==> src/hdl/timeout_cfg_pkg.sv <==
// Constants, register map and types for the timeout timer logical device
package timeout_cfg_pkg;
  localparam int unsigned CLK_PERIOD_NS = 10;
  localparam int unsigned TICK_PERIOD_NS = 1000000;
  localparam int unsigned TICK_CYCLES_DFLT = TICK_PERIOD_NS / CLK_PERIOD_NS;

  localparam int unsigned IDX_LSB = 2;
  localparam int unsigned IDX_MSB = 11;
  localparam int unsigned ADDR_HI_LSB = 12;
  localparam int unsigned HTRANS_ACTIVE_BIT = 1;
  localparam logic HRESP_OKAY = 1'b0;

  localparam logic [9:0] IDX_ACTIVATE = 10'h030;
  localparam logic [9:0] IDX_BASE_HIGH = 10'h060;
  localparam logic [9:0] IDX_BASE_LOW = 10'h061;
  localparam logic [9:0] IDX_INT_SELECT = 10'h070;
  localparam logic [9:0] IDX_INT_TYPE = 10'h071;
  localparam logic [9:0] IDX_DMA_REPORT0 = 10'h074;
  localparam logic [9:0] IDX_DMA_REPORT1 = 10'h075;
  localparam logic [9:0] IDX_IRQ_STATUS = 10'h0F8;
  localparam logic [9:0] IDX_IRQ_MASK = 10'h0F9;
  localparam logic [9:0] IDX_TIMER_CONFIG = 10'h0F0;
  localparam logic [9:0] IDX_TMR_RELOAD = 10'h100;
  localparam logic [9:0] IDX_TMR_SERVICE = 10'h101;
  localparam logic [9:0] IDX_TMR_COUNT = 10'h102;
  localparam logic [9:0] IDX_RUNTIME_BASE = 10'h100;

  localparam int unsigned ACT_BIT = 0;
  localparam int unsigned CFG_TRI_BIT = 0;
  localparam int unsigned CFG_PM_BIT = 1;
  localparam int unsigned CFG_PU_BIT = 2;
  localparam int unsigned CFG_OT_BIT = 3;
  localparam int unsigned INTTYPE_LVL_BIT = 1;
  localparam int unsigned ROUTE_SEL_MSB = 3;
  localparam int unsigned WAKE_BIT = 4;
  localparam int unsigned STAT_TIMEOUT_BIT = 0;

  localparam logic [7:0] ZERO8 = 8'h00;
  localparam logic [7:0] CFG_RESET = 8'h02;
  localparam logic [7:0] CFG_WMASK = 8'h0F;
  localparam logic [7:0] BASELO_WMASK = 8'hFC;
  localparam logic [7:0] INTTYPE_RESET = 8'h03;
  localparam logic [7:0] INTTYPE_FIXED = 8'h01;
  localparam logic [7:0] DMA_NONE = 8'h04;
  localparam logic [7:0] STAT_WMASK = 8'h01;
  localparam logic [7:0] TMR_ONE = 8'h01;

  typedef enum {BUS_IDLE, BUS_WRITE, BUS_READ} bus_phase_t;
endpackage : timeout_cfg_pkg

==> src/hdl/tmr_if.sv <==
// Control and status bundle between the register bank and the timer unit
`timescale 1ns/1ps
`default_nettype none
interface tmr_if;
  logic run;
  logic kick;
  logic [7:0] reload;
  logic [7:0] count;
  logic expired;
  logic timeout;
  modport ctrl (output run, output kick, output reload, input count, input expired, input timeout);
  modport unit (input run, input kick, input reload, output count, output expired, output timeout);
endinterface : tmr_if
`default_nettype wire

==> src/hdl/timeout_timer_unit.sv <==
// Down-counting timeout timer with tick prescaler
`timescale 1ns/1ps
`default_nettype none
module timeout_timer_unit
  import timeout_cfg_pkg::*;
#(
  parameter int unsigned TICK_CYCLES = TICK_CYCLES_DFLT
)
(
  input wire logic mclk,
  input wire logic srst,
  tmr_if.unit tif
);
  logic [31:0] presc_r;
  logic tick;
  logic [7:0] count_r;
  logic expired_r;
  logic timeout_r;

  assign tick = tif.run && (presc_r == 32'(TICK_CYCLES - 1));
  assign tif.count = count_r;
  assign tif.expired = expired_r;
  assign tif.timeout = timeout_r;

  // Stopped clock: prescaler restarts, count is kept unless a service write reloads it
  always_ff @(posedge mclk)
  begin
    if (srst || !tif.run || tick)
      presc_r <= '0;
    else
      presc_r <= presc_r + 32'h00000001;
  end

  // Count stays at zero until the first service write arms it
  always_ff @(posedge mclk)
  begin
    if (srst)
      count_r <= ZERO8;
    else if (tif.kick)
      count_r <= tif.reload;
    else if (tick && count_r != ZERO8)
      count_r <= count_r - TMR_ONE;
  end

  always_ff @(posedge mclk)
  begin
    if (srst)
    begin
      expired_r <= 1'b0;
      timeout_r <= 1'b0;
    end
    else
    begin
      expired_r <= tick && !tif.kick && count_r == TMR_ONE;
      if (tif.kick)
        timeout_r <= 1'b0;
      else if (tick && count_r == TMR_ONE)
        timeout_r <= 1'b1;
    end
  end
endmodule : timeout_timer_unit
`default_nettype wire

==> src/hdl/timeout_pin_driver.sv <==
// Output stage of the timeout pin: driver type, pull-up and floating
`timescale 1ns/1ps
`default_nettype none
module timeout_pin_driver
(
  input wire logic mclk,
  input wire logic srst,
  input wire logic want_low,
  input wire logic push_pull,
  input wire logic pullup_req,
  input wire logic float_req,
  output logic pin_o,
  output logic pin_oe_n,
  output logic pullup_en
);
  always_ff @(posedge mclk)
  begin
    if (srst)
    begin
      pin_o <= 1'b1;
      pin_oe_n <= 1'b1;
      pullup_en <= 1'b0;
    end
    else
    begin
      pullup_en <= pullup_req;
      if (float_req)
      begin
        pin_o <= 1'b1;
        pin_oe_n <= 1'b1;
      end
      else if (push_pull)
      begin
        pin_o <= !want_low;
        pin_oe_n <= 1'b0;
      end
      else
      begin
        // Open-drain only ever drives low
        pin_o <= 1'b0;
        pin_oe_n <= !want_low;
      end
    end
  end
endmodule : timeout_pin_driver
`default_nettype wire

==> src/hdl/timeout_timer_ldev.sv <==
// Timeout timer logical device: AHB-Lite register bank, timer and pin
//
// The AHB-Lite interface to the registers was left to the implementer.
`timescale 1ns/1ps
`default_nettype none
module timeout_timer_ldev
  import timeout_cfg_pkg::*;
#(
  parameter int unsigned TICK_CYCLES = TICK_CYCLES_DFLT
)
(
  input wire logic mclk,
  input wire logic srst,
  input wire logic hsel,
  input wire logic [31:0] haddr,
  input wire logic [1:0] htrans,
  input wire logic hwrite,
  input wire logic [2:0] hsize,
  input wire logic [31:0] hwdata,
  output logic [31:0] hrdata,
  output logic hreadyout,
  output logic hresp,
  output logic irq,
  output logic [3:0] irq_route_sel,
  output logic irq_wake_en,
  output logic irq_type_level,
  output logic timeout_pin_o,
  output logic timeout_pin_oe_n,
  output logic timeout_pullup_en
);
  bus_phase_t phase_r;
  logic [9:0] idx_r;
  logic addr_ok_r;
  logic hreadyout_r;
  logic [31:0] hrdata_r;
  logic accept;
  logic wr_ok;
  logic rd_en;
  logic [7:0] rd_val;
  logic [7:0] wdat;

  logic activate_r;
  logic [7:0] base_hi_r;
  logic [7:0] base_lo_r;
  logic [7:0] intsel_r;
  logic inttype_r;
  logic [7:0] cfg_r;
  logic [7:0] reload_r;
  logic [7:0] mask_r;
  logic [7:0] status_r;
  logic [7:0] status_nxt;
  logic kick_r;
  logic irq_r;
  logic want_low;
  logic float_req;

  tmr_if tif ();

  function automatic logic is_runtime(input logic [9:0] idx);
    is_runtime = (idx >= IDX_RUNTIME_BASE);
  endfunction : is_runtime

  assign accept = hsel && htrans[HTRANS_ACTIVE_BIT] && hreadyout_r;
  assign rd_en = (phase_r == BUS_READ);
  assign wdat = hwdata[7:0];
  // Word accesses only; hsize is not checked
  assign wr_ok = (phase_r == BUS_WRITE) && addr_ok_r && (!is_runtime(idx_r) || activate_r);

  // Reads take one wait state so a write just before is already visible
  always_ff @(posedge mclk)
  begin
    if (srst)
    begin
      phase_r <= BUS_IDLE;
      idx_r <= '0;
      addr_ok_r <= 1'b0;
      hreadyout_r <= 1'b1;
    end
    else
    begin
      case (phase_r)
        BUS_IDLE, BUS_WRITE:
        begin
          if (accept)
          begin
            phase_r <= hwrite ? BUS_WRITE : BUS_READ;
            idx_r <= haddr[IDX_MSB:IDX_LSB];
            addr_ok_r <= (haddr[31:ADDR_HI_LSB] == '0);
            hreadyout_r <= hwrite;
          end
          else
            phase_r <= BUS_IDLE;
        end
        BUS_READ:
        begin
          phase_r <= BUS_IDLE;
          hreadyout_r <= 1'b1;
        end
        default:
        begin
          phase_r <= BUS_IDLE;
          hreadyout_r <= 1'b1;
        end
      endcase
    end
  end

  always_comb
  begin
    rd_val = ZERO8;
    if (addr_ok_r && (!is_runtime(idx_r) || activate_r))
    begin
      case (idx_r)
        IDX_ACTIVATE: rd_val = {7'h00, activate_r};
        IDX_BASE_HIGH: rd_val = base_hi_r;
        IDX_BASE_LOW: rd_val = base_lo_r & BASELO_WMASK;
        IDX_INT_SELECT: rd_val = intsel_r;
        IDX_INT_TYPE: rd_val = INTTYPE_FIXED | {6'h00, inttype_r, 1'b0};
        IDX_DMA_REPORT0, IDX_DMA_REPORT1: rd_val = DMA_NONE;
        IDX_TIMER_CONFIG: rd_val = cfg_r & CFG_WMASK;
        IDX_IRQ_STATUS: rd_val = status_r;
        IDX_IRQ_MASK: rd_val = mask_r;
        IDX_TMR_RELOAD: rd_val = reload_r;
        IDX_TMR_COUNT: rd_val = tif.count;
        default: rd_val = ZERO8;
      endcase
    end
  end

  always_ff @(posedge mclk)
  begin
    if (srst)
      hrdata_r <= '0;
    else if (rd_en)
      hrdata_r <= {24'h000000, rd_val};
  end

  always_ff @(posedge mclk)
  begin
    if (srst)
      activate_r <= 1'b0;
    else if (wr_ok && idx_r == IDX_ACTIVATE)
      activate_r <= wdat[ACT_BIT];
  end

  always_ff @(posedge mclk)
  begin
    if (srst)
    begin
      base_hi_r <= ZERO8;
      base_lo_r <= ZERO8;
    end
    else
    begin
      if (wr_ok && idx_r == IDX_BASE_HIGH)
        base_hi_r <= wdat;
      if (wr_ok && idx_r == IDX_BASE_LOW)
        base_lo_r <= wdat & BASELO_WMASK;
    end
  end

  always_ff @(posedge mclk)
  begin
    if (srst)
    begin
      intsel_r <= ZERO8;
      inttype_r <= INTTYPE_RESET[INTTYPE_LVL_BIT];
    end
    else
    begin
      if (wr_ok && idx_r == IDX_INT_SELECT)
        intsel_r <= wdat;
      if (wr_ok && idx_r == IDX_INT_TYPE)
        inttype_r <= wdat[INTTYPE_LVL_BIT];
    end
  end

  always_ff @(posedge mclk)
  begin
    if (srst)
      cfg_r <= CFG_RESET;
    else if (wr_ok && idx_r == IDX_TIMER_CONFIG)
      cfg_r <= wdat & CFG_WMASK;
  end

  always_ff @(posedge mclk)
  begin
    if (srst)
    begin
      reload_r <= ZERO8;
      kick_r <= 1'b0;
    end
    else
    begin
      if (wr_ok && idx_r == IDX_TMR_RELOAD)
        reload_r <= wdat;
      kick_r <= wr_ok && idx_r == IDX_TMR_SERVICE;
    end
  end

  // Status bits clear on read; a new event in that cycle still sets
  always_comb
  begin
    status_nxt = status_r;
    if (rd_en && addr_ok_r && idx_r == IDX_IRQ_STATUS)
      status_nxt = ZERO8;
    if (tif.expired)
      status_nxt[STAT_TIMEOUT_BIT] = 1'b1;
    status_nxt = status_nxt & STAT_WMASK;
  end

  always_ff @(posedge mclk)
  begin
    if (srst)
    begin
      status_r <= ZERO8;
      mask_r <= ZERO8;
      irq_r <= 1'b0;
    end
    else
    begin
      status_r <= status_nxt;
      if (wr_ok && idx_r == IDX_IRQ_MASK)
        mask_r <= wdat & STAT_WMASK;
      irq_r <= |(status_r & mask_r);
    end
  end

  assign tif.run = cfg_r[CFG_PM_BIT] && activate_r;
  assign tif.kick = kick_r;
  assign tif.reload = reload_r;

  // Low power or inactive: output parks high
  assign want_low = tif.timeout && cfg_r[CFG_PM_BIT] && activate_r;
  assign float_req = cfg_r[CFG_TRI_BIT] && !activate_r;

  timeout_timer_unit #(
    .TICK_CYCLES(TICK_CYCLES)
  ) u_timer (
    .mclk(mclk),
    .srst(srst),
    .tif(tif)
  );

  timeout_pin_driver u_pin (
    .mclk(mclk),
    .srst(srst),
    .want_low(want_low),
    .push_pull(cfg_r[CFG_OT_BIT]),
    .pullup_req(cfg_r[CFG_PU_BIT]),
    .float_req(float_req),
    .pin_o(timeout_pin_o),
    .pin_oe_n(timeout_pin_oe_n),
    .pullup_en(timeout_pullup_en)
  );

  assign hrdata = hrdata_r;
  assign hreadyout = hreadyout_r;
  assign hresp = HRESP_OKAY;
  assign irq = irq_r;
  assign irq_route_sel = intsel_r[ROUTE_SEL_MSB:0];
  assign irq_wake_en = intsel_r[WAKE_BIT];
  assign irq_type_level = inttype_r;
endmodule : timeout_timer_ldev
`default_nettype wire

==> config.mk <==
export PLATFORM = sky130hd
export DESIGN_NAME = timeout_timer_ldev
export DESIGN_NICKNAME = d
export VERILOG_FILES = /design/src/hdl/timeout_cfg_pkg.sv /design/src/hdl/tmr_if.sv /design/src/hdl/timeout_timer_unit.sv /design/src/hdl/timeout_pin_driver.sv /design/src/hdl/timeout_timer_ldev.sv
export SDC_FILE = /design/constraint.sdc
export NUM_CORES = 1
export LEC_CHECK = 0
export BUFFER_PORTS_ARGS = -buffer_cell sky130_fd_sc_hd__buf_2
export CAP_MARGIN = 20
export CORE_MARGIN = 5
export CORE_UTILIZATION = 25
export CTS_CLUSTER_DIAMETER = 80
export CTS_CLUSTER_SIZE = 25
export DETAILED_ROUTE_END_ITERATION = 8
export SYNTH_ARGS = -nofsm -noshare
export SYNTH_HDL_FRONTEND = slang
export SYNTH_HIERARCHICAL = 1
export SYNTH_SLANG_ARGS = --single-unit
==> constraint.sdc <==
create_clock -name mclk -period 3.12 [get_ports mclk]
set_input_delay 0.624 -clock mclk [delete_from_list [all_inputs] [get_ports mclk]]
set_output_delay 0.624 -clock mclk [all_outputs]
set_load 0.01 [all_outputs]
# == Yosys cells after proc, flatten, opt, wreduce, memory -nomap -nowiden ==
# Index checks and enable logic that the tools add are counted.
# word_totals
reg_bits,137
in_bits,73
wordCells,102
# op_classes
reduce_logical,46
order_cmp,1
bitwise,3
n_eq_ne,18
mux,9
n_addsub,2
# ops
cell,n
8-bit case mux with 11 select lines,1
"10-bit by 7-bit == test with 1-bit output, second input constant",6
"32-bit by 1-bit adder with 32-bit output, second input constant",1
"32-bit by 1-bit == test with 1-bit output, second input constant",1
"32-bit by 17-bit == test with 1-bit output, second input constant",1
"32-bit by 2-bit == test with 1-bit output, second input constant",1
"32-bit by 3-bit == test with 1-bit output, second input constant",1
32-bit zero test,1
"10-bit by 8-bit == test with 1-bit output, second input constant",3
"10-bit by 9-bit == test with 1-bit output, second input constant",3
1-bit logical AND,25
8-bit two-way mux,3
20-bit zero test,1
"10-bit by 6-bit == test with 1-bit output, second input constant",1
"10-bit by 9-bit greater-or-equal comparator with 1-bit output, second input constant",1
2-bit OR reduction,5
"8-bit by 1-bit == test with 1-bit output, second input constant",1
8-bit nonzero test,1
8-bit OR reduction,1
"8-bit by 1-bit subtractor with 8-bit output, second input constant",1
1-bit zero test,5
1-bit two-way mux,4
2-bit nonzero test,2
1-bit logical OR,3
5 further kinds,6

# == Logic depth before layout (Yosys ltp) ==
# logic_depth
ltp_word,5
mapped_depth,7
depth_no_buf,6

# == Hierarchy ==
# Netlist, hierarchy kept.
# by_module_without_submodules
mod,instances,cells_each,area_each_um2
timeout_timer_ldev,1,351,3149.3
timeout_timer_unit,1,232,1999.4
timeout_pin_driver,1,8,83.8

# == Worst setup path before layout ==
# No wires, ideal clock.
# synth_path
kind,register to register
start,register u_timer.count_r[0] (netlist: u_timer/tif.count[0])
end,register u_timer.count_r[6] (netlist: u_timer/tif.count[6])
path_stages_with_launch,8
setup_slack_ps,840
required_time_ps,3029
t_arrival_ps,2189
period_less_slack_ps,2280
n_path_buf,1
path_cell_list,dfxtp_1 inv_1 ha_1 and4b_1 clkbuf_1 or4_4 or4_1 a311oi_1
# synth_between
elab_chain_cells,3
word_cells_on_any_way,6
classes_between,add/sub: 1; mux: 2; reduce/logical: 3
# synth_lines
item,line,source
from (decl),timeout_timer_unit.sv:16,logic [7:0] count_r;
from (signal assigned),timeout_timer_unit.sv:40,count_r <= tif.reload;
from (signal assigned),timeout_timer_unit.sv:42,count_r <= count_r - TMR_ONE;
8-bit by 1-bit subtractor with 8-bit output / 8-bit nonzero test (equally long branches),"timeout_timer_unit.sv:42, timeout_timer_unit.sv:41",
8-bit two-way mux / 1-bit logical AND (equally long branches),timeout_timer_unit.sv:41,else if (tick && count_r != ZERO8)
8-bit two-way mux / 2-bit nonzero test (equally long branches),n/a,
# Several ways; a longest one is shown, not always the timed one. The select of a mux whose other input is x is not followed.
# A chain may end at the register's enable or synchronous reset.

# == Worst setup path in the final report ==
# layout_path
start,register activate_r
end,register u_timer.count_r[6] (netlist: u_timer/tif.count[6])
# layout_between
elab_chain_cells,4
# layout_lines
item,line,source
from (decl),timeout_timer_ldev.sv:42,logic activate_r;
from (signal assigned),timeout_timer_ldev.sv:143,activate_r <= wdat[ACT_BIT];
1-bit logical AND,timeout_timer_ldev.sv:229,assign tif.run = cfg_r[CFG_PM_BIT] && activate_r;
named net tif.run,tmr_if.sv:5,logic run;
1-bit logical AND,timeout_timer_unit.sv:20,assign tick = tif.run && (presc_r == 32'(TICK_CYCLES - 1));
1-bit logical AND,timeout_timer_unit.sv:41,
2-bit nonzero test (no source line),n/a,
# The timed path passes the listed nets, and every way through them passes these cells.

==> out/qor.yml <==
fin_hold_ws_ns: 0.4505
multi_input_logic_area_mm2: 0.002813
busiest_layer: "met2"
slowest_delay_ns: 0.49
fill_cells: 2248
power.leakage_nw: 2.151
synthSimpleGateAreaFrac: 0.2728
dieArea_mm2: 0.02392
multiplexer_share_of_the_synthesized_area: 0.09852
worst_path_dominant_cell_family: "simple AND/OR/NAND/NOR gates"
synth_edf_count: 0
die_width_um: 154.7
max_freq_ghz: 0.4147
met3_usage: 0.03162
initialDrtViolationCount: 212
vias_in_the_first_global_route: 3991
via_count: 4156
drt_first_pass_iters: 4
yosys_warnings: 6
placement.io_buffers: 61
cellPowerDensity_mw_per_mm2: 454.7
die_height_um: 154.7
vias_per_cell: 4.498
antenna_found_initial: 0
required_ns: 3.40
power_frac_comb: 0.047
register_area_share_after_synthesis: 0.4094
tritoncts_clock_tree: "yes"
unrepaired_setup_endpoints_after_global_routing: "no"
clk_root_buffer_cell: "sky130_fd_sc_hd__clkbuf_16"
final-setup-viol-count: 0
placement_rows: 53
report.final.hold_viol_count: 0
main_combinational_cell_family_by_area_after_synthesis: "simple AND/OR/NAND/NOR gates"
layout_min_cycle_time_ns: 2.411
clock_latency_ns: 0.36
share_of_flip_flops_with_an_asynchronous_set_or_reset: 0
initial_core_utilization: 0.2513
critical_path_arrival_ns: 2.69
final-seq-area_mm2: 0.002142
share_of_total_power_in_the_clock_network: 0.446
worst_path_cell_chain: "and2_1, nor4b_1, nand3_1, or4_4, or4_1, a311oi_1"
worstSetupStartpointType: "register"
tritoncts.num_buffers: 9
stdcell_area_mm2: 0.006025
synth_top_cell_area_share: 0.4094
area_delta_synth_final_pct: 15.14
status: "finished clean"
coreArea_mm2: 0.02082
hp-class: "register to register"
timing.critical_path.slowest_stage_cell: "sky130_fd_sc_hd__or4_1"
post_synth_most_frequent_cells: "sky130_fd_sc_hd__dfxtp_1 (107), sky130_fd_sc_hd__nor2_1 (91), sky130_fd_sc_hd__nand2_1 (54)"
ys_top_cells_by_area: "sky130_fd_sc_hd__dfxtp_1 (41%), sky130_fd_sc_hd__mux2i_1 (9.0%), sky130_fd_sc_hd__nor2_1 (6.5%)"
final_max_slew_viol_count: 0
number_of_nets_at_the_end_of_the_flow: 721
cts_hold_buffers: 0
synthXorXnorAreaFrac: 0.05691
cts.sinks: 107
maxCapViolations: 0
count_of_unresolved_drc_violations_after_routing: 0
switching_fraction: 0.2462
gp_congestion: 0.8564
grtUsageTotal: 0.1028
post_cts.resized_instances: 0
clock_skew_ns: 0.009765
finalCritPeriodShare: 0.7729
worst-path-max-fanout: 6
antenna-diode-count: 0
routedWlPerCell_um: 13.22
path_buf_inv: 0
synth_compound_area_frac: 0.08178
drive_gt1_frac: 0.1649
yosys.area_share.adder: 0.009565
dp_worst_setup_slack_ns: 0.7166
grt.met1_usage: 0.1278
grt_pass1_wl_um: 20290
slew_headroom: 0.5347
timing.final.ws_setup_ns: 0.7085
synth_ff_type: "sky130_fd_sc_hd__dfxtp_1"
met2_grt_util: 0.1718
post_synth_inst_count: 591
power_report.internal_total_w: 0.002065
yosys.cell_types.count: 59
grt-ovfl-total: 0
post_synth_instance_area_mm2: 0.005233
power_frac_seq: 0.508
count_of_antenna_violating_nets_left_after_detailed_routing: 0
placed_area_mm2: 0.005705
synth.largest_area_cell: "sky130_fd_sc_hd__dfxtp_1"
post_detail_place_hpwl_um: 9062
post_synth.cell_area_avg_um2: 8.854
total_switching_power_w: 0.0006744
p_total_w: 0.002740
worst-setup-path-type: "register to register"
io-pin-count: 117
clkTransAtPathRegs_ns: 0.08
cts_max_level: 3
drt_wl_total_um: 12220
cts_setup_buffers: 0
worstSetupEndpointType: "register"
max-clock-path-buffers: 2
tns_ns: 0
grt_start_max_net_pins: 33
worst-slew-pin-transition_ns: 0.6970
ys_seq_elements: 107
post-synth-top-count-cell: "sky130_fd_sc_hd__dfxtp_1"
peakVddDrop_v: 0.0002071
[routing by layer]
metal,up-vias,part of all wire
li1,2126,-
met1,1928,0.45
met2,87,0.48
met3,15,0.054
met4,0,0.015
met5,-,0
[cell type report]
cell class / instances / area share
well taps: 275 / 0.05711
flip-flops and latches: 107 / 0.3556
multi-input cells: 445 / 0.4669
inverters: 13 / 0.008100
clock inverters: 7 / 0.01558
repair buffers: 68 / 0.05940
clock buffers: 9 / 0.03738
[sequential cells by signal (all words and copies together) (netlist names), 2 cells and up]
signal and cells:
intsel_r 8, idx_r 10, u_timer/tif.count 8, hrdata 8
reload_r 8, u_timer/presc_r 32, base_lo_r 6, phase_r 2
cfg_r 4, base_hi_r 8
[power groups by stage]
stage          combinational (W)  sequential (W)  clock [W]
2_1_floorplan           0.000106         0.00141          0
3_3_place_gp            0.000127         0.00142          0
3_5_place_dp            0.000128         0.00142          0
4_1_cts                 0.000128         0.00139    0.00125
5_1_grt                 0.000142         0.00139    0.00131
6_report                0.000128         0.00139    0.00122
[cell families after synthesis]
group                    count (synthesis)
other                                    1
AND/OR/NAND/NOR                        265
adder cells (fa/ha/maj)                  4
buffers and inverters                   63
XOR/XNOR                                34
multiplexers                            51
AO/OA/AOI/OAI                           66
flip-flops                             107
[metrics by stage]
| step | utilization | cells |
|---|---|---|
| after floorplan | - | 615 |
| after global placement | 0.2740 | 908 |
| after detailed placement | 0.2740 | 908 |
| after CTS | 0.2893 | 924 |
| after global routing | 0.2893 | 924 |
| final | 0.2893 | 924 |
[worst reg2reg max path, delay by kind of cell, from the launching register on]
family / cells / cell delay (ns)
DFF: 1 / 0.42
and+or+nand+nor: 5 / 1.65
AOI/OAI and AO/OA: 1 / 0.25
[worst paths after layout]
| kind | start | endpoint | slack, ns | cells after the start |
|---|---|---|---|---|
| max reg2reg | activate_r$_SDFFE_PP0P_ | u_timer/tif.count[6]$_SDFFE_PP0P_ | 0.71 | 6 |
| min reg2reg | hrdata[6]$_SDFFE_PP0N_ | hrdata[6]$_SDFFE_PP0N_ | 0.45 | 2 |
| min | hrdata[6]$_SDFFE_PP0N_ | hrdata[6]$_SDFFE_PP0N_ | 0.45 | 2 |
| max | activate_r$_SDFFE_PP0P_ | u_timer/tif.count[6]$_SDFFE_PP0P_ | 0.71 | 6 |
[placed cells by master, fill, tap and decap left out, types with 4 or more instances in the layout]
cell	Yosys	routed
sky130_fd_sc_hd__nor3_1	8	8
sky130_fd_sc_hd__and3_1	9	9
sky130_fd_sc_hd__nand3_1	21	21
sky130_fd_sc_hd__mux2i_1	47	47
sky130_fd_sc_hd__a211oi_1	6	6
sky130_fd_sc_hd__ha_1	4	4
sky130_fd_sc_hd__dfxtp_1	107	107
sky130_fd_sc_hd__nor2_1	91	91
sky130_fd_sc_hd__buf_4	30	7
sky130_fd_sc_hd__o21ai_0	14	14
sky130_fd_sc_hd__xor2_1	23	23
sky130_fd_sc_hd__nor2b_1	5	5
sky130_fd_sc_hd__buf_2	3	61
sky130_fd_sc_hd__inv_1	13	13
sky130_fd_sc_hd__mux2_2	4	4
sky130_fd_sc_hd__and4_1	6	6
sky130_fd_sc_hd__nor4_1	16	16
sky130_fd_sc_hd__and2_1	5	5
sky130_fd_sc_hd__xnor2_1	11	11
sky130_fd_sc_hd__clkbuf_16	0	9
sky130_fd_sc_hd__o2bb2ai_1	4	4
sky130_fd_sc_hd__nand4_1	15	15
sky130_fd_sc_hd__a21oi_1	20	20
sky130_fd_sc_hd__conb_1	1	25
sky130_fd_sc_hd__nand2_1	54	54
Power figures use the tool's default switching activity.
